==> config.mk <==
export PLATFORM = sky130hd
export DESIGN_NAME = pcp_capture_pod
export DESIGN_NICKNAME = d
export VERILOG_FILES = /design/src/inc/pcp_pkg.sv /design/src/inc/pcp_pin_if.sv /design/src/verilog/pcp_pin_sync.sv /design/src/verilog/pcp_capture_pod.sv
export SDC_FILE = /design/constraint.sdc
export NUM_CORES = 1
export LEC_CHECK = 0
export BUFFER_PORTS_ARGS = -buffer_cell sky130_fd_sc_hd__buf_2
export CAP_MARGIN = 10
export CORE_MARGIN = 10
export CORE_UTILIZATION = 50
export CTS_CLUSTER_DIAMETER = 80
export CTS_CLUSTER_SIZE = 12
export DETAILED_ROUTE_END_ITERATION = 7
export PLACE_DENSITY_LB_ADDON = 0.1
export SETUP_SLACK_MARGIN = 0.3
export SYNTH_ARGS = -nofsm -noshare
export SYNTH_HDL_FRONTEND = slang
export SYNTH_SLANG_ARGS = --single-unit
==> constraint.sdc <==
create_clock -name ref_clk -period 14.2 [get_ports ref_clk]
set_input_delay 2.84 -clock ref_clk [delete_from_list [all_inputs] [get_ports ref_clk]]
set_output_delay 2.84 -clock ref_clk [all_outputs]
set_load 0.02 [all_outputs]
==> src/inc/pcp_pkg.sv <==
// constants, pin layout, register map and types of the processor bus capture pod
package pcp_pkg;

  // ---------------------------------------------------------------
  // sample word layout
  // ---------------------------------------------------------------
  localparam int WORD_W = 32;
  localparam int DATA_LSB = 0;     // data byte, inputs 0-7
  localparam int ADDR_LSB = 8;     // address, inputs 8-23
  localparam int STATUS_LSB = 24;  // cycle status, inputs 24-27
  localparam int SPARE_LSB = 28;   // side inputs, 28-31
  localparam int CTL_ADDR_W = 12;  // controller families use inputs 8-19 only

  // ---------------------------------------------------------------
  // pin vector layout, as seen by the synchroniser
  // ---------------------------------------------------------------
  localparam int PIN_AD = 0;       // 8 bits, data or multiplexed low address
  localparam int PIN_A = 8;        // 16 bits, address pins
  localparam int PIN_ALE = 24;
  localparam int PIN_RD_N = 25;
  localparam int PIN_WR_N = 26;
  localparam int PIN_INTA_N = 27;
  localparam int PIN_STAT_LO = 28;
  localparam int PIN_STAT_HI = 29;
  localparam int PIN_IOM = 30;
  localparam int PIN_HOLD = 31;
  localparam int PIN_PSTORE_N = 32;
  localparam int PIN_EXP_N = 33;
  localparam int PIN_BUS_EN = 34;
  localparam int PIN_PHI2 = 35;
  localparam int PIN_RW = 36;
  localparam int PIN_HALT = 37;
  localparam int PIN_VMA = 38;
  localparam int PIN_BA = 39;
  localparam int PIN_SPARE = 40;   // 4 bits
  localparam int PIN_W = 44;
  // idle level of every pin: active-low strobes and read/write sit high
  localparam logic [PIN_W-1:0] PIN_IDLE = 44'h013_0E00_0000;

  // ---------------------------------------------------------------
  // register map (byte addresses) and fields
  // ---------------------------------------------------------------
  localparam int REG_AW = 8;
  localparam logic [REG_AW-1:0] REG_CTRL = 8'h00;
  localparam logic [REG_AW-1:0] REG_STATUS = 8'h04;
  localparam logic [REG_AW-1:0] REG_SAMPLE = 8'h08;
  localparam logic [REG_AW-1:0] REG_TRIG_VAL = 8'h0C;
  localparam logic [REG_AW-1:0] REG_TRIG_MASK = 8'h10;
  localparam logic [REG_AW-1:0] REG_COUNT = 8'h14;
  localparam int CTRL_W = 6;
  localparam int CTRL_FAM_LSB = 0;   // 2 bits, processor family
  localparam int CTRL_WSEL = 2;      // write edge: 0 phase-two fall, 1 bus enable fall
  localparam int CTRL_FREE = 3;      // 1 = one sample per reference clock
  localparam int CTRL_CAP_EN = 4;
  localparam int CTRL_SPARE_EN = 5;
  localparam logic [CTRL_W-1:0] CTRL_RST = 6'h30;   // synchronous capture, on
  localparam int STAT_HIT = 0;
  localparam logic [WORD_W-1:0] TRIG_VAL_RST = 32'h0000_0000;
  localparam logic [WORD_W-1:0] TRIG_MASK_RST = 32'h0000_0000;
  localparam int COUNT_W = 16;

  // processor family served by the pod
  typedef enum logic [1:0] {
    PCP_FAM_MUX,        // multiplexed bus processor
    PCP_FAM_CTL_EXP,    // controller with port-expander strobe
    PCP_FAM_CTL,        // controller without expander or i/o code
    PCP_FAM_NOCLK       // variant clocked from phase two and bus enable
  } pcp_family_t;

endpackage

==> src/inc/pcp_pin_if.sv <==
// synchronised pin vector passed from the synchroniser to the capture logic
`timescale 1ns/1ns
interface pcp_pin_if;
  logic [pcp_pkg::PIN_W-1:0] now;   // pins after two flip-flops
  logic [pcp_pkg::PIN_W-1:0] prev;  // one cycle older, for edges and data
  modport sync_side (output now, output prev);
  modport user_side (input now, input prev);
endinterface

==> src/verilog/pcp_pin_sync.sv <==
// three-stage pin synchroniser: two flops for metastability, one for edge history
`timescale 1ns/1ns
module pcp_pin_sync
  import pcp_pkg::*;
(
  // clock and reset
  input wire logic ref_clk,
  input wire logic rst,
  // raw target pins
  input wire logic [pcp_pkg::PIN_W-1:0] pins,
  // synchronised view
  pcp_pin_if.sync_side pin_bus
);

  // ---------------------------------------------------------------
  // per-bit flop chain
  // ---------------------------------------------------------------
  for (genvar i = 0; i < PIN_W; i++) begin : g_bit
    logic meta_r;   // first stage, read only by the second
    logic now_r;
    logic prev_r;
    // reset to the idle level so no false edge shows after release
    always_ff @(posedge ref_clk or posedge rst) begin
      if (rst) begin
        meta_r <= PIN_IDLE[i];
        now_r <= PIN_IDLE[i];
        prev_r <= PIN_IDLE[i];
      end else begin
        meta_r <= pins[i];
        now_r <= meta_r;
        prev_r <= now_r;
      end
    end
    assign pin_bus.now[i] = now_r;
    assign pin_bus.prev[i] = prev_r;
  end

endmodule

==> src/verilog/pcp_capture_pod.sv <==
// capture front end turning target processor bus cycles into 32-bit sample words
//
// Notes on behaviour
// - data byte lands on sample bits 0-7
// - address on bits 8-23, controllers 8-19
// - bits 24-31 carry status and spare lines
// - bits 28-31 come from four side inputs
// - sample clock from bus strobes, no qualification
// - reset selects one sample per bus cycle
// - trigger word has spare, status, address, data
// - muxed bus: fetch 0011, read 0010, write 0001
// - muxed i/o 0110/0101; controller i/o X1XX
// - interrupt acknowledge recorded as 0111
// - bit 27 carries hold grant, 1XXX
// - controllers: fetch X011, read X010, write X001
// - controller bits: write, read, expander strobes
// - switch picks write edge: phase-two or enable
//
// Our own choices: strobed register access and the register addresses.
`timescale 1ns/1ns
module pcp_capture_pod
  import pcp_pkg::*;
(
  // clock and reset
  input wire logic ref_clk,
  input wire logic rst,
  // register port
  input wire logic [pcp_pkg::REG_AW-1:0] reg_addr,
  input wire logic [pcp_pkg::WORD_W-1:0] reg_wdata,
  input wire logic reg_wr,
  input wire logic reg_rd,
  output logic [pcp_pkg::WORD_W-1:0] reg_rdata,
  // target data and address pins
  input wire logic [7:0] ad_in,
  input wire logic [15:0] addr_in,
  // multiplexed bus and controller strobes
  input wire logic ale_in,
  input wire logic rd_n_in,
  input wire logic wr_n_in,
  input wire logic inta_n_in,
  input wire logic cycle_status_low,
  input wire logic cycle_status_high,
  input wire logic io_mem_in,
  input wire logic hold_grant_out,
  input wire logic program_store_strobe_n,
  input wire logic expander_strobe_n,
  // clockless variant pins
  input wire logic data_bus_enable_in,
  input wire logic phi2_in,
  input wire logic rw_in,
  input wire logic halt_in,
  input wire logic vma_in,
  input wire logic ba_in,
  // side probe inputs
  input wire logic [3:0] spare_in,
  // capture output
  output logic [pcp_pkg::WORD_W-1:0] sample_word,
  output logic sample_valid,
  output logic trigger_hit
);
  import pcp_pkg::*;

  // ---------------------------------------------------------------
  // pin gathering and synchronisation
  // ---------------------------------------------------------------
  logic [PIN_W-1:0] pins;   // raw pin vector in package order
  assign pins = {spare_in, ba_in, vma_in, halt_in, rw_in, phi2_in, data_bus_enable_in,
                 expander_strobe_n, program_store_strobe_n, hold_grant_out, io_mem_in,
                 cycle_status_high, cycle_status_low, inta_n_in, wr_n_in, rd_n_in, ale_in,
                 addr_in, ad_in};

  pcp_pin_if pin_bus ();

  // every pin is asynchronous to ref_clk, so all pass the synchroniser
  pcp_pin_sync u_sync (
    .ref_clk (ref_clk),
    .rst (rst),
    .pins (pins),
    .pin_bus (pin_bus.sync_side)
  );

  wire [PIN_W-1:0] pn = pin_bus.now;    // current synchronised level
  wire [PIN_W-1:0] pp = pin_bus.prev;   // level one cycle before

  // ---------------------------------------------------------------
  // control registers
  // ---------------------------------------------------------------
  logic [CTRL_W-1:0] ctrl_r;            // family, switch, mode, enables
  logic [WORD_W-1:0] trig_val_r;        // trigger compare word
  logic [WORD_W-1:0] trig_mask_r;       // 1 = bit takes part in compare
  logic [COUNT_W-1:0] count_r;          // samples taken, wraps
  logic [7:0] addr_lo_r;                // demultiplexed low address
  logic hit_r;                          // sticky trigger flag

  pcp_family_t fam;
  assign fam = pcp_family_t'(ctrl_r[CTRL_FAM_LSB +: 2]);
  wire wsel = ctrl_r[CTRL_WSEL];
  wire free_run = ctrl_r[CTRL_FREE];
  wire cap_en = ctrl_r[CTRL_CAP_EN];
  wire spare_en = ctrl_r[CTRL_SPARE_EN];
  wire is_ctl = (fam == PCP_FAM_CTL_EXP) || (fam == PCP_FAM_CTL);

  // ---------------------------------------------------------------
  // edges of the synchronised strobes
  // ---------------------------------------------------------------
  // a strobe ends on its rising edge; data is then still valid in pp
  wire rd_end = pn[PIN_RD_N] & ~pp[PIN_RD_N];
  wire wr_end = pn[PIN_WR_N] & ~pp[PIN_WR_N];
  wire inta_end = pn[PIN_INTA_N] & ~pp[PIN_INTA_N];
  wire pstore_end = pn[PIN_PSTORE_N] & ~pp[PIN_PSTORE_N];
  wire exp_end = pn[PIN_EXP_N] & ~pp[PIN_EXP_N];
  wire hold_rise = pn[PIN_HOLD] & ~pp[PIN_HOLD];
  wire ale_fall = ~pn[PIN_ALE] & pp[PIN_ALE];
  wire phi2_fall = ~pn[PIN_PHI2] & pp[PIN_PHI2];
  wire bus_en_fall = ~pn[PIN_BUS_EN] & pp[PIN_BUS_EN];

  // ---------------------------------------------------------------
  // derived sample clock, one event per bus cycle
  // ---------------------------------------------------------------
  // the strobes alone make the event; nothing qualifies it
  wire ev_mux = rd_end | wr_end | inta_end | hold_rise;
  wire ev_ctl = rd_end | wr_end | pstore_end | ((fam == PCP_FAM_CTL_EXP) & exp_end);
  // reads close on phase-two fall, writes on the edge the switch picks
  wire ev_nclk_rd = phi2_fall & pp[PIN_RW];
  wire ev_nclk_wr = ~pp[PIN_RW] & (wsel ? bus_en_fall : phi2_fall);
  wire ev_nclk = ev_nclk_rd | ev_nclk_wr;

  wire bus_event = (fam == PCP_FAM_MUX) ? ev_mux :
                   is_ctl ? ev_ctl : ev_nclk;
  // free-running mode is the user's override of the power-up setting
  wire capture = cap_en & (free_run | bus_event);

  // ---------------------------------------------------------------
  // status nibble per family
  // ---------------------------------------------------------------
  // muxed bus: hold grant, i/o-memory, status high and low
  // hold grant is taken after its rise, so the sample made by that rise reads 1XXX
  wire [3:0] stat_mux = {pn[PIN_HOLD], pp[PIN_IOM], pp[PIN_STAT_HI], pp[PIN_STAT_LO]};
  // controllers: program store strobe sets both low bits, so fetch is X011
  wire pstore_act = ~pp[PIN_PSTORE_N];
  wire exp_act = (fam == PCP_FAM_CTL_EXP) & ~pp[PIN_EXP_N];
  wire [3:0] stat_ctl = {1'b0, exp_act, ~pp[PIN_RD_N] | pstore_act, ~pp[PIN_WR_N] | pstore_act};
  // clockless variant: bus available, valid address, halt, read/write
  wire [3:0] stat_nclk = {pp[PIN_BA], pp[PIN_VMA], pp[PIN_HALT], pp[PIN_RW]};
  wire [3:0] stat_nib = (fam == PCP_FAM_MUX) ? stat_mux :
                        is_ctl ? stat_ctl : stat_nclk;

  // ---------------------------------------------------------------
  // address and data assembly
  // ---------------------------------------------------------------
  wire [15:0] addr_mux = {pp[PIN_A + 8 +: 8], addr_lo_r};
  // controllers only drive twelve address lines; the rest read zero
  wire [15:0] addr_ctl = {{(16 - CTL_ADDR_W){1'b0}}, pp[PIN_A + 8 +: CTL_ADDR_W - 8], addr_lo_r};
  wire [15:0] addr_nclk = pp[PIN_A +: 16];
  wire [15:0] addr = (fam == PCP_FAM_MUX) ? addr_mux :
                     is_ctl ? addr_ctl : addr_nclk;
  wire [7:0] data = pp[PIN_AD +: 8];
  wire [3:0] spare = spare_en ? pp[PIN_SPARE +: 4] : 4'h0;
  // one word, field order spare / status / address / data
  wire [WORD_W-1:0] word = {spare, stat_nib, addr, data};

  // trigger compare over the four fields at once
  wire trig_match = ((word ^ trig_val_r) & trig_mask_r) == 32'h0000_0000;

  // ---------------------------------------------------------------
  // register decode
  // ---------------------------------------------------------------
  wire wr_ctrl = reg_wr & (reg_addr == REG_CTRL);
  wire wr_status = reg_wr & (reg_addr == REG_STATUS);
  wire wr_tval = reg_wr & (reg_addr == REG_TRIG_VAL);
  wire wr_tmask = reg_wr & (reg_addr == REG_TRIG_MASK);
  wire wr_count = reg_wr & (reg_addr == REG_COUNT);
  // unmapped reads answer zero
  wire [WORD_W-1:0] rd_mux =
    (reg_addr == REG_CTRL) ? {{(WORD_W - CTRL_W){1'b0}}, ctrl_r} :
    (reg_addr == REG_STATUS) ? {{(WORD_W - 1){1'b0}}, hit_r} :
    (reg_addr == REG_SAMPLE) ? sample_word :
    (reg_addr == REG_TRIG_VAL) ? trig_val_r :
    (reg_addr == REG_TRIG_MASK) ? trig_mask_r :
    (reg_addr == REG_COUNT) ? {{(WORD_W - COUNT_W){1'b0}}, count_r} : 32'h0000_0000;

  // ---------------------------------------------------------------
  // configuration registers
  // ---------------------------------------------------------------
  // reset lands in synchronous per-cycle capture, software may change it
  always_ff @(posedge ref_clk or posedge rst) begin
    if (rst) begin
      ctrl_r <= CTRL_RST;
    end else if (wr_ctrl) begin
      ctrl_r <= reg_wdata[CTRL_W-1:0];
    end
  end

  // trigger word fields are freely writable
  always_ff @(posedge ref_clk or posedge rst) begin
    if (rst) begin
      trig_val_r <= TRIG_VAL_RST;
      trig_mask_r <= TRIG_MASK_RST;
    end else begin
      if (wr_tval) begin
        trig_val_r <= reg_wdata;
      end
      if (wr_tmask) begin
        trig_mask_r <= reg_wdata;
      end
    end
  end

  // ---------------------------------------------------------------
  // address demultiplexer
  // ---------------------------------------------------------------
  // low address is latched when the latch enable falls
  always_ff @(posedge ref_clk or posedge rst) begin
    if (rst) begin
      addr_lo_r <= 8'h00;
    end else if (ale_fall) begin
      addr_lo_r <= pp[PIN_AD +: 8];
    end
  end

  // ---------------------------------------------------------------
  // sample register
  // ---------------------------------------------------------------
  // all 32 bits take the same edge so the fields stay coherent
  always_ff @(posedge ref_clk or posedge rst) begin
    if (rst) begin
      sample_word <= 32'h0000_0000;
      sample_valid <= 1'b0;
    end else begin
      sample_valid <= capture;
      if (capture) begin
        sample_word <= word;
      end
    end
  end

  // sample counter; a software write presets it, a capture in the same cycle loses
  always_ff @(posedge ref_clk or posedge rst) begin
    if (rst) begin
      count_r <= 16'h0000;
    end else if (wr_count) begin
      count_r <= reg_wdata[COUNT_W-1:0];
    end else if (capture) begin
      count_r <= count_r + 16'h0001;
    end
  end

  // ---------------------------------------------------------------
  // trigger flag
  // ---------------------------------------------------------------
  // write one to clear; a match in the same cycle wins so no hit is lost
  always_ff @(posedge ref_clk or posedge rst) begin
    if (rst) begin
      hit_r <= 1'b0;
    end else if (capture & trig_match) begin
      hit_r <= 1'b1;
    end else if (wr_status & reg_wdata[STAT_HIT]) begin
      hit_r <= 1'b0;
    end
  end

  // ---------------------------------------------------------------
  // register read port
  // ---------------------------------------------------------------
  // data stands in the cycle after the strobe only, zero otherwise
  always_ff @(posedge ref_clk or posedge rst) begin
    if (rst) begin
      reg_rdata <= 32'h0000_0000;
      trigger_hit <= 1'b0;
    end else begin
      reg_rdata <= reg_rd ? rd_mux : 32'h0000_0000;
      trigger_hit <= capture & trig_match | hit_r & ~(wr_status & reg_wdata[STAT_HIT]);
    end
  end
endmodule

Word-level counts from Yosys, hierarchy flattened
Cells that the tools add are included.
{"block": "word_totals", "regBits": 293, "in_bits": 88, "output_inout_bits": 66, "wordCells": 220}
{"block": "classes", "addsub": 1, "eq_ne": 7, "n_mux": 19, "n_bitwise": 45, "reduce_logical": 6}
{"operator": "$mux 32", "n": 6}
{"operator": "$mux 16", "n": 5}
{"operator": "$and 32x32->32", "n": 1}
{"operator": "$logic_not 32->1", "n": 1}
{"operator": "$xor 32x32->32", "n": 1}
{"operator": "$and 1x1->1", "n": 22}
{"operator": "$add 16x1->16 const B", "n": 1}
{"operator": "$eq 8x4->1 const B", "n": 2}
{"operator": "$eq 8x5->1 const B", "n": 2}
{"operator": "$mux 4", "n": 3}
{"operator": "$not 1->1", "n": 11}
{"operator": "$or 1x1->1", "n": 10}
{"operator": "$eq 8x3->1 const B", "n": 1}
{"operator": "$logic_not 8->1", "n": 1}
{"operator": "$mux 1", "n": 5}
{"operator": "$reduce_bool 2->1", "n": 2}
{"operator": "$eq 2x1->1 const B", "n": 1}
{"operator": "$eq 2x2->1 const B", "n": 1}
{"operator": "$logic_not 2->1", "n": 1}
{"operator": "$logic_or 1x1->1", "n": 1}

Depth between registers and ports, before layout
Gate-level depths: netlist (run 1).
{"block": "depth", "ltp_word": 11, "depth_mapped": 11, "depth_no_buf": 9}

Hierarchy
Synthesis (run 1) repeated with hierarchy kept, for this count alone.
{"block": "hier_totals", "hier_cells": 932, "area_unflattened_um2": 11768.8}
{"module": "pcp_capture_pod", "n_inst": 1, "cells_each": 711, "area_per_inst_um2": 7778.7, "seq_area_each_um2": 4031.4}
{"module": "pcp_pin_sync", "n_inst": 1, "cells_each": 221, "area_per_inst_um2": 3990.1, "seq_area_each_um2": 3325.7}

Worst setup path after synthesis (run 1)
OpenSTA, ideal clock, no wires.
{"block": "synth_path", "kind": "input to register", "from": "in reg_addr[0] in the netlist's numbering", "to": "reg trig_val_r[0]", "setup_ps": 125, "t_arrival_ps": 4364, "t_required_ps": 14075, "setup_slack_ps": 9711, "cell_stages": 7, "path_buffers": 2, "cell_sequence": "or4_4 > nor3_2 > and3_1 > buf_4 > nand2_4 > buf_6 > mux2_4"}
{"block": "synth_between", "elab_chain_cells": 2}
{"element": "start: declaration", "line_no": "pcp_capture_pod.sv:28", "rtl": "input wire logic [pcp_pkg::REG_AW-1:0] reg_addr,"}
{"element": "$eq 8x4->1", "line_no": "pcp_capture_pod.sv:170", "rtl": "wire wr_tval = reg_wr & (reg_addr == REG_TRIG_VAL);"}
{"element": "$and 1x1->1", "line_no": "pcp_capture_pod.sv:170"}
{"element": "end signal: assignment", "line_no": "pcp_capture_pod.sv:201", "rtl": "trig_val_r <= reg_wdata;"}
{"element": "end: declaration", "line_no": "pcp_capture_pod.sv:89", "rtl": "logic [WORD_W-1:0] trig_val_r;"}
Every way passes these cells.
A chain may end at the register's enable or synchronous reset.

Worst setup path after layout (run 1)
{"block": "layout_path", "from": "in reg_addr[0] in the netlist's numbering", "to": "reg trig_mask_r[3]"}
{"block": "layout_between", "elab_chain_cells": 2}
{"element": "$eq 8x5->1", "line_no": "pcp_capture_pod.sv:171", "rtl": "wire wr_tmask = reg_wr & (reg_addr == REG_TRIG_MASK);"}
{"element": "$and 1x1->1", "line_no": "pcp_capture_pod.sv:171"}
{"element": "end signal: assignment", "line_no": "pcp_capture_pod.sv:204", "rtl": "trig_mask_r <= reg_wdata;"}
{"element": "end: declaration", "line_no": "pcp_capture_pod.sv:90", "rtl": "logic [WORD_W-1:0] trig_mask_r;"}
Every way passes these cells.

==> results of run 1 <==
-- worst max-delay path by stage --
stage                            from              end  slack [ps]  cells past startpoint
after floorplan                   rst     addr_lo_r[0]        3300                      1
after global placement    reg_addr[0]   trig_mask_r[3]        8670                      7
after detailed placement  reg_addr[0]   trig_mask_r[3]        8610                      7
after CTS                 reg_addr[0]  trig_mask_r[24]        9180                      7
after global routing      reg_addr[0]   trig_mask_r[3]        9060                      7
final                     reg_addr[0]   trig_mask_r[3]        9180                      7
-- power groups by stage --
stage	sequential, W	clock, W	combinational (W)
final	0.000988	0.000679	0.000255
after global placement	0.00100	0	0.000254
after CTS	0.000988	0.000695	0.000260
after floorplan	0.00102	0	0.000132
after global routing	0.000999	0.000731	0.000286
after detailed placement	0.00100	0	0.000259
-- registers in the layout, summed over array words and instances (netlist names), 6 cells and up --
register             count
addr_lo_r                8
count_r                 16
ctrl_r                   6
reg_rdata               32
sample_word             32
trig_mask_r             32
trig_val_r              32
u_sync.g_bit.meta_r     44
u_sync.g_bit.now_r      44
u_sync.g_bit.prev_r     44
-- metrics by stage --
stage	total power [W]	instance area, um^2
2_1_floorplan	0.001152	10950
3_3_place_gp	0.001254	11900
3_5_place_dp	0.001261	11900
4_1_cts	0.001943	12720
5_1_grt	0.002015	12730
6_report	0.001922	12730
-- cell type report --
type	count	share of cell area (%)
clock inverter	1	0.06880
clock buffer	51	6.349
tap	280	2.752
timing repair buffer	161	6.486
antenna	4	0.07862
sequential	293	57.79
multi-input combinational	445	25.86
inverter	19	0.6192
-- worst reg2reg max path, stage by stage, from the launching register on --
cell,delay (ps)
dfrtp_1,400
inv_1,60
ha_1,420
nor2_2,700
mux2i_1,630
xnor2_1,130
a22oi_1,210
nand4_1,270
o31ai_1,360
-- cell usage after synthesis (3+ instances only) --
master    count  area (um^2)
a211oi_1      3        22.52
a21o_1        3        22.52
a21oi_1      18        90.09
a221oi_1      5        43.79
a222oi_1     27        270.3
a22o_1        4        35.03
a22oi_1      12        90.09
a31oi_1      12        75.07
a32oi_1       3        26.28
and3_1        5        31.28
buf_2        15        75.07
buf_4         4        30.03
buf_6         7        78.83
clkbuf_1     12        45.04
dfrtp_1     273         6832
dfstp_2      20        525.5
ha_1          3        37.54
inv_1        19        71.32
mux2_1        3        33.78
mux2_2       44        495.5
mux2_4       30        450.4
mux2i_1       9        90.09
nand2_1      84        315.3
nand2b_1      8        50.05
nand3_1       8        40.04
nand3b_1      3        22.52
nand4_1       5        31.28
nor2_1       37        138.9
nor2b_1       5        31.28
o21ai_0      33        165.2
o31ai_1      12        90.09
or4_1         7        52.55
xnor2_1      21        183.9
xor2_1       14        122.6
-- cells by family (layout without fill, tap and decap cells) --
| family | count (synthesis) | in the layout | share of synthesized area [%] |
|---|---|---|---|
| DFF | 293 | 293 | 67.21 |
| and+or+nand+nor | 178 | 178 | 7.738 |
| AOI/OAI and AO/OA | 143 | 143 | 9.395 |
| muxes | 86 | 86 | 9.773 |
| buffers and inverters | 57 | 232 | 2.743 |
| xor gates and xnor gates | 35 | 35 | 2.800 |
| adders and majority gates | 3 | 3 | 0.3429 |
| other | 0 | 4 | 0 |
-- per-layer routing --
layer,share of wire (%),GRT usage (%),up-vias
met5,0.054,0,-
met4,1.5,4.239,4
met3,7.7,5.402,32
met2,47,27.95,233
met1,44,24.10,3458
li1,-,-,3136
==> summary.md, run 1 <==
| Metric | Value |
|---|---|
| Fillers | `1766` |
| Post-Syn Area | `roughly 11000 um^2` |
| Worst hold slack | `340.6 ps` |
| Power density over the cells | `about 150 nW/um^2` |
| CORE AREA | `roughly 22000 um^2` |
| Area growth syn-to-layout | `16.30%` |
| Multi-input gate area | `3292 um^2` |
| Sw frac | `a little over a quarter` |
| Post-CTS Setup Inserts | `0` |
| Rows | `54` |
| Hold endpoint | `u_sync.g_bit[9].now_r` |
| GRT Overall Usage | `roughly 18%` |
| Clock Tree Root | `clkbuf_16` |
| Post-Syn Area per Cell | `approximately 14 um^2` |
| Final WL | `between 20000 and 30000 um` |
| Clk slew on worst S/H paths | `about 60 ps` |
| Worst-path cell chain | `buf_2, or4_4, nor2_1, and3_1, buf_4, nand2_2, mux2_1` |
| Hold Crit Class | `reg2reg` |
| Final-report max-slew violation count | `0` |
| CP Max Fanout | `33` |
| CP max stage delay | `600 ps` |
| Detail Route Antenna Nets | `0` |
| Min-delay src | `u_sync.g_bit[9].meta_r` |
| Starting Density | `50.47%` |
| Final hold vios | `0` |
| Clock Tree Buf Depth | `3` |
| Most used DFF post-synth | `dfrtp_1` |
| FF-to-FF Start | `ctrl_r[0]` |
| Die Y | `about 170 um` |
| Reg2Reg Depth | `8` |
| Flop pwr share | `between 50% and 60%` |
| Max Cap Violations | `0` |
| Static leakage | `between 6 and 7 nW` |
| CP Capture Type | `flop` |
| Peak Freq | `around 200 MHz` |
| Wire per inst | `around 21 um` |
| Setup WS pre-CTS | `about 8600 ps` |
| Tmin final | `between 5000 and 6000 ps` |
| CTS tree | `built` |
| Fraction of layout cells with a size suffix above 1 | `between 30 and 40%` |
| Fin util | `about three fifths` |
| IO Count | `154` |
| Top delay family on crit path | `simple AND/OR/NAND/NOR gates` |
| Number of flops mapped to enable cells by yosys | `0` |
| FF-to-FF End | `trigger_hit` |
| Die Wd | `168.0 um` |
| Clock Latency Late Sink | `540 ps` |
| DR DRC count | `0` |
| DR iter-0 viols | `slightly above 600` |
| Status | `finished clean` |
| Antenna violations before repair | `7` |
| FF+latch area | `between 7000 and 8000 um^2` |
| Final nets | `just over 1000` |
| Most frequent cells in the layout | `dfrtp_1, buf_2, nand2_1` |
| Maximum VDD drop | `just over 90 uV` |
| Hold path depth | `0` |
| H-Tree Depth | `1` |
| Skew final | `19.56 ps` |
| Die area | `about 28000 um^2` |
| Final setup fails | `0` |
| Post-DP HPWL | `17160 um` |
| P_int | `0.001397 W` |
| Worst slew pin tran | `around 1100 ps` |
| Combinational share of power | `roughly an eighth` |
| Cells after synthesis | `between 700 and 800` |
| Arrival time worst endpoint | `~5500 ps` |
| Number of global-route vias before repair | `between 7000 and 8000` |
| Switching power | `0.0005253 W` |
| Clock share of power | `35.3%` |
| Slew headroom | `28.24%` |
| Worst Path Buf+Inv | `2` |
| Pin count of the biggest net entering global routing | `130` |
| Synth async-reset ratio | `100.0%` |
| Total grt overflow | `0` |
| Most common cell after layout, fill and taps aside | `dfrtp_1` |
| Placed Cells | `about 1200` |
| Final Worst Setup Slack | `9177 ps` |
| DR vias | `6863` |
| CP max stage cell | `nand2_2` |
| R2r setup slk | `roughly 11000 ps` |
| Setup CP Type | `in2reg` |
| Fin crit share | `between 30% and 40%` |
| Vias per cell | `5.473` |
| Synthesized net count | `886` |
| First-pass GRT wire length | `around 40000 um` |
| Seq/Total Area, Yosys | `between 60% and 70%` |
| Critical path startpoint category | `input port` |
| Hold-fix buffers at CTS | `0` |
| Gates resized, CTS repair | `0` |
| Post-synthesis register bit count | `a little under 300` |
| Critical Path RT | `roughly 15000 ps` |
| RSZ-0062 raised after global routing | `false` |
| Final Wtd Congestion | `approximately 0.83` |
| Netlist cell types | `56` |
| Ys Warns | `0` |
| PortBufs | `around 150` |
| Detailed Routing Iterations Pass 1 | `6` |
| Total Neg Setup Slack | `0 ps` |
| CTS Buf Count | `28` |
| Non-filler cells in the finished layout | `around 1300` |
| Clock Sinks | `293` |
Power figures use the tool's default switching activity.
==> run 2: changes to the inputs <==
clock period = 4.2 ns   (was 14.2 ns; I/O delays follow)
==> run 2 against run 1 <==
  * Die area stayed put
  * Routed wire length is 1.7% higher
  * Global-route usage is 0.42 points higher
  * Sequential share of layout area is 0.057 points lower
  * Largest cell class unchanged
  * Largest power group unchanged
  * Highest routed layer is now met4
==> summary.md, run 2 (same netlist as run 1, synthesis figures left out) <==
| Metric | Value |
|---|---|
| Status | `finished clean` |
| Die area | `around 28000 um^2` |
| Total power | `roughly 0.0065 W` |
| Skew final | `roughly 12 ps` |
| Wire per inst | `about 21 um` |
| Setup CP Type | `reg2reg` |
| Die Wd | `~170 um` |
| Die Y | `about 170 um` |
| RSZ-0062 raised after global routing | `false` |
| IO Count | `roughly 150` |
| GRT Overall Usage | `a little under a fifth` |
| Peak Freq | `between 300 and 400 MHz` |
| P_int | `around 0.0047 W` |
| Power density over the cells | `506.6 nW/um^2` |
| Hold Crit Class | `reg2reg` |
| Final setup fails | `0` |
| Slew headroom | `around 38%` |
| Tmin final | `around 3000 ps` |
| CP Capture Type | `flop` |
| Fin util | `about three fifths` |
| Final WL | `about 26000 um` |
| First-pass GRT wire length | `around 42000 um` |
| Final hold vios | `0` |
| Pin count of the biggest net entering global routing | `80` |
| Total grt overflow | `0` |
| Clk slew on worst S/H paths | `approximately 70 ps` |
| Most frequent cells in the layout | `dfrtp_1, buf_2, nand2_1` |
| CTS Buf Count | `28` |
| CP Max Fanout | `between 60 and 70` |
| Placed Cells | `between 1000 and 1500` |
| Maximum VDD drop | `between 400 and 500 uV` |
| Detailed Routing Iterations Pass 1 | `6` |
| Vias per cell | `between 5 and 6` |
| Antenna violations before repair | `1` |
| DR iter-0 viols | `about 630` |
| Post-DP HPWL | `around 18000 um` |
| Gates resized, CTS repair | `0` |
| Starting Density | `between 50% and 60%` |
| Worst slew pin tran | `933.9 ps` |
| Static leakage | `6.160 nW` |
| Clock share of power | `a little over a third` |
| Critical path startpoint category | `flop` |
| DR DRC count | `0` |
| Sw frac | `27.34%` |
| DR vias | `6907` |
| Area growth syn-to-layout | `16.41%` |
| Number of global-route vias before repair | `7239` |
| Most common cell after layout, fill and taps aside | `dfrtp_1` |
| Combinational share of power | `13.4%` |
| Switching power | `0.001765 W` |
| Regs by FF count | `u_sync.g_bit.meta_r x44, u_sync.g_bit.now_r x44, u_sync.g_bit.prev_r x44` |
| Flop pwr share | `52.0%` |
| CTS tree | `built` |
| Worst hold slack | `343.2 ps` |
| PortBufs | `153` |
| Arrival time worst endpoint | `roughly 3400 ps` |
| Clock Sinks | `293` |
| Post-CTS Setup Inserts | `0` |
| Max Cap Violations | `0` |
| Fraction of layout cells with a size suffix above 1 | `between 30% and 40%` |
| Critical Path RT | `approximately 4700 ps` |
| CORE AREA | `around 22000 um^2` |
| Rows | `54` |
| Detail Route Antenna Nets | `0` |
| Clock Latency Late Sink | `~530 ps` |
| Final nets | `about 1000` |
| Clock Tree Root | `clkbuf_16` |
| Final Wtd Congestion | `around 0.83` |
| Final-report max-slew violation count | `0` |
| Total Neg Setup Slack | `0 ps` |
| Fin crit share | `70.49%` |
| Non-filler cells in the finished layout | `about 1200` |
| H-Tree Depth | `1` |
| Clock Tree Buf Depth | `3` |
| Hold-fix buffers at CTS | `0` |
-- run 2: area by class of cell --
type / count / area [um^2]
antenna: 1 / 2.502
clock inverter: 1 / 8.758
sequential: 293 / 7357
inverter: 19 / 75.07
timing repair buffer: 166 / 888.4
multi-input combinational: 445 / 3291
tap: 280 / 350.3
clock buffer: 41 / 770.7
fill: 1831 / 8945
-- run 2: final timing paths --
check	end	cells after the start	startpoint	slack (ps)
min in group asynchronous	u_sync.g_bit[4].meta_r	2	rst	420
max reg2reg	count_r[3]	8	ctrl_r[0]	1240
min	u_sync.g_bit[41].prev_r	0	u_sync.g_bit[41].now_r	340
max in group asynchronous	u_sync.g_bit[33].now_r	3	rst	2810
min reg2reg	u_sync.g_bit[41].prev_r	0	u_sync.g_bit[41].now_r	340
max	count_r[3]	8	ctrl_r[0]	1240
-- run 2: worst max-delay path, stage by stage (launching register included) --
cell and delay, ps:
dfrtp_1 410, inv_1 70, ha_1 350, inv_1 90, o41ai_1 760, a21o_2 180, buf_4 570, o21ai_0 220
a31oi_1 200
-- run 2: routing by layer --
metal  global-route usage [%]  routed length [um]  part of all wire [%]  vias to the layer above
met5                        0                   0                     0                        -
met4                    3.596                 406                   1.6                        0
met3                    3.795                1680                   6.4                       32
met2                    27.64               12020                    46                      234
met1                    26.90               12070                    46                     3510
li1                         -                   -                     -                     3131
-- run 2: power by group through the flow --
stage,clock network (W),logic (W),registers [W]
6_report,0.00224,0.000864,0.00335
3_3_place_gp,0,0.000858,0.00340
3_5_place_dp,0,0.000876,0.00340
2_1_floorplan,0,0.000447,0.00345
4_1_cts,0.00229,0.000880,0.00335
5_1_grt,0.00241,0.000970,0.00339
-- run 2: metrics by stage --
| stage | area (um^2) | setup slack (ps) |
|---|---|---|
| finish | 12740 | 1239 |
| detailed placement | 11960 | 854.8 |
| CTS | 12740 | 1255 |
| global route | 12740 | 978.2 |
| floorplan | 10950 | -512.8 |
| global placement | 11960 | 876.5 |
==> run 3: changes to the inputs <==
clock period = 2.6 ns   (was 4.2 ns; I/O delays follow)
==> run 3 against run 2 <==
  * The run now ends with design-rule violations left
  * Critical path depth is 3 higher
  * Combinational power is 78% higher
  * Non-clock buffer count is 35 higher
  * Global-route usage is 0.28 points higher
  * Setup slack worse by 960 ps
  * Sequential share of layout area is 2.4 points lower
  * Die area stayed put
  * Via count is 2.0% higher
  * Total power is 63% higher
  * Critical path type unchanged
  * Largest cell class unchanged
  * Largest power group unchanged
==> summary.md, run 3 (same netlist as run 1, synthesis figures left out) <==
| Metric | Value |
|---|---|
| Antenna violations before repair | `1` |
| Reg2Reg Depth | `11` |
| Final-report max-slew violation count | `0` |
| DR DRC count | `1` |
| Clock Tree Root | `clkbuf_16` |
| Fillers | `1698` |
| DR iter-0 viols | `640` |
| Post-DP HPWL | `~19000 um` |
| Final WL | `approximately 27000 um` |
| Peak Freq | `430.6 MHz` |
| Max Cap Violations | `0` |
| CTS tree | `built` |
| Worst slew pin tran | `roughly 540 ps` |
| Wire per inst | `20.91 um` |
| Hold path depth | `1` |
| Worst Path Buf+Inv | `4` |
| Clock Sinks | `approximately 290` |
| Final Wtd Congestion | `about 0.9` |
| Tmin final | `roughly 2300 ps` |
| Min-delay src | `inta_n_in` |
| IO Count | `154` |
| Pin count of the biggest net entering global routing | `95` |
| Most common cell after layout, fill and taps aside | `dfrtp_1` |
| Rows | `54` |
| CP max stage delay | `a little under 400 ps` |
| First-pass GRT wire length | `around 42000 um` |
| Total grt overflow | `0` |
| Vias per cell | `around 5.5` |
| Arrival time worst endpoint | `2770 ps` |
| FF+latch area | `about 7400 um^2` |
| Detailed Routing Iterations Pass 1 | `8` |
| Setup CP Type | `reg2reg` |
| Die Y | `between 150 and 200 um` |
| Multi-input gate area | `between 3000 and 4000 um^2` |
| RSZ-0062 raised after global routing | `true` |
| Maximum VDD drop | `about 540 uV` |
| Power density over the cells | `between 700 and 800 nW/um^2` |
| Critical Path RT | `~3100 ps` |
| Fin util | `about three fifths` |
| Hold Crit Class | `in2reg` |
| FF-to-FF Start | `ctrl_r[1]` |
| Die Wd | `between 150 and 200 um` |
| Post-placement cell area | `approximately 12000 um^2` |
| GRT Overall Usage | `between 10% and 20%` |
| Final Instance Area | `roughly 13000 um^2` |
| Detail Route Antenna Nets | `0` |
| Status | `finished with violations` |
| Fraction of layout cells with a size suffix above 1 | `roughly 36%` |
| Most frequent cells in the layout | `dfrtp_1, buf_2, nand2_1` |
| Final hold vios | `0` |
| Clock Latency Late Sink | `roughly 540 ps` |
| Die area | `28210 um^2` |
| CP Capture Type | `flop` |
| Static leakage | `6.402 nW` |
| FF-to-FF End | `hit_r` |
| Worst-path cell chain | `inv_2, ha_4, nor2_4, buf_4, buf_12, mux2i_4, xnor2_2, a22oi_2, nand4_1, buf_6, o31ai_2` |
| Regs by FF count | `u_sync.g_bit.meta_r x44, u_sync.g_bit.now_r x44, u_sync.g_bit.prev_r x44` |
| CTS Buf Count | `28` |
| R2r setup slk | `280 ps` |
| Clk slew on worst S/H paths | `around 70 ps` |
| Top delay family on crit path | `buffers and inverters` |
| Final nets | `around 1100` |
| Number of global-route vias before repair | `7420` |
| Fin crit share | `around 89%` |
| Starting Density | `50.47%` |
| Clock Tree Buf Depth | `3` |
| Critical path startpoint category | `flop` |
| Slew headroom | `63.73%` |
| Skew final | `approximately 16 ps` |
| PortBufs | `~150` |
| CP max stage cell | `dfrtp_1` |
| Area growth syn-to-layout | `21.36%` |
| DR vias | `around 7000` |
| Violated checks | `design-rule violations` |
| CORE AREA | `21690 um^2` |
| Hold endpoint | `u_sync.g_bit[27].meta_r` |
| CP Max Fanout | `5` |
| Final setup fails | `0` |
| H-Tree Depth | `1` |
run 3: through the flow:
stage                     TNS (ps)  cells  hold WS [ps]  setup slack, ps  power [W]
after global placement           0   1228         331.5            43.93   0.006930
after global routing             0   1279         65.07            179.4    0.01102
final                            0   1279         82.98            277.5    0.01053
after CTS                        0   1274         65.02            236.0    0.01060
after detailed placement         0   1228         334.7            9.251   0.006957
after floorplan            -504560    795         331.2            -1793   0.006292
run 3: where the power goes:
part	switching [W]	internal, W
Combinational	0.000911	0.000628
Sequential	0.000413	0.00502
Clock	0.00155	0.00201
run 3: worst max path at each step:
stage	from	endpoint	slack, ps	depth (start not counted)
final	ctrl_r[1]	hit_r	280	11
after global placement	ctrl_r[0]	trigger_hit	40	9
after detailed placement	ctrl_r[0]	hit_r	9	9
after floorplan	rst	addr_lo_r[0]	-1790	1
after global routing	ctrl_r[1]	hit_r	180	12
after CTS	ctrl_r[0]	trigger_hit	240	9
run 3: worst register-to-register path, delay by kind of cell, from the launching register on:
kind                     cells  cell delay, ps
buffers and inverters        4             510
AO/OA/AOI/OAI                2             450
flip-flops                   1             390
multiplexers                 1             340
AND/OR/NAND/NOR              2             250
adder cells (fa/ha/maj)      1             210
XOR/XNOR                     1             100
run 3: repair_timing:
action | CTS | global route
pin swaps | 8 | 12
gates resized for setup | 18 | 15
cloned | 1 | 0
setup buffers | 4 | 4
endpoints found under the setup margin | 34 | 10
endpoints found under the hold margin | 8 | 0
hold buffers | 1 | 0
run 3: layer usage:
metal / routed length, um / track usage, %
met5: 0 / 0
met3: 2071 / 4.703
met2: 12760 / 29.42
met1: 11300 / 24.87
met4: 618 / 5.488
run 3: cell type report:
| class | count | share of cell area [%] |
|---|---|---|
| antenna | 1 | 0.01884 |
| clock buffer | 39 | 5.745 |
| clock inverter | 1 | 0.06593 |
| inverter | 19 | 0.5933 |
| multi-input combinational | 445 | 25.89 |
| sequential | 293 | 55.38 |
| tap | 280 | 2.637 |
| timing repair buffer | 201 | 9.672 |
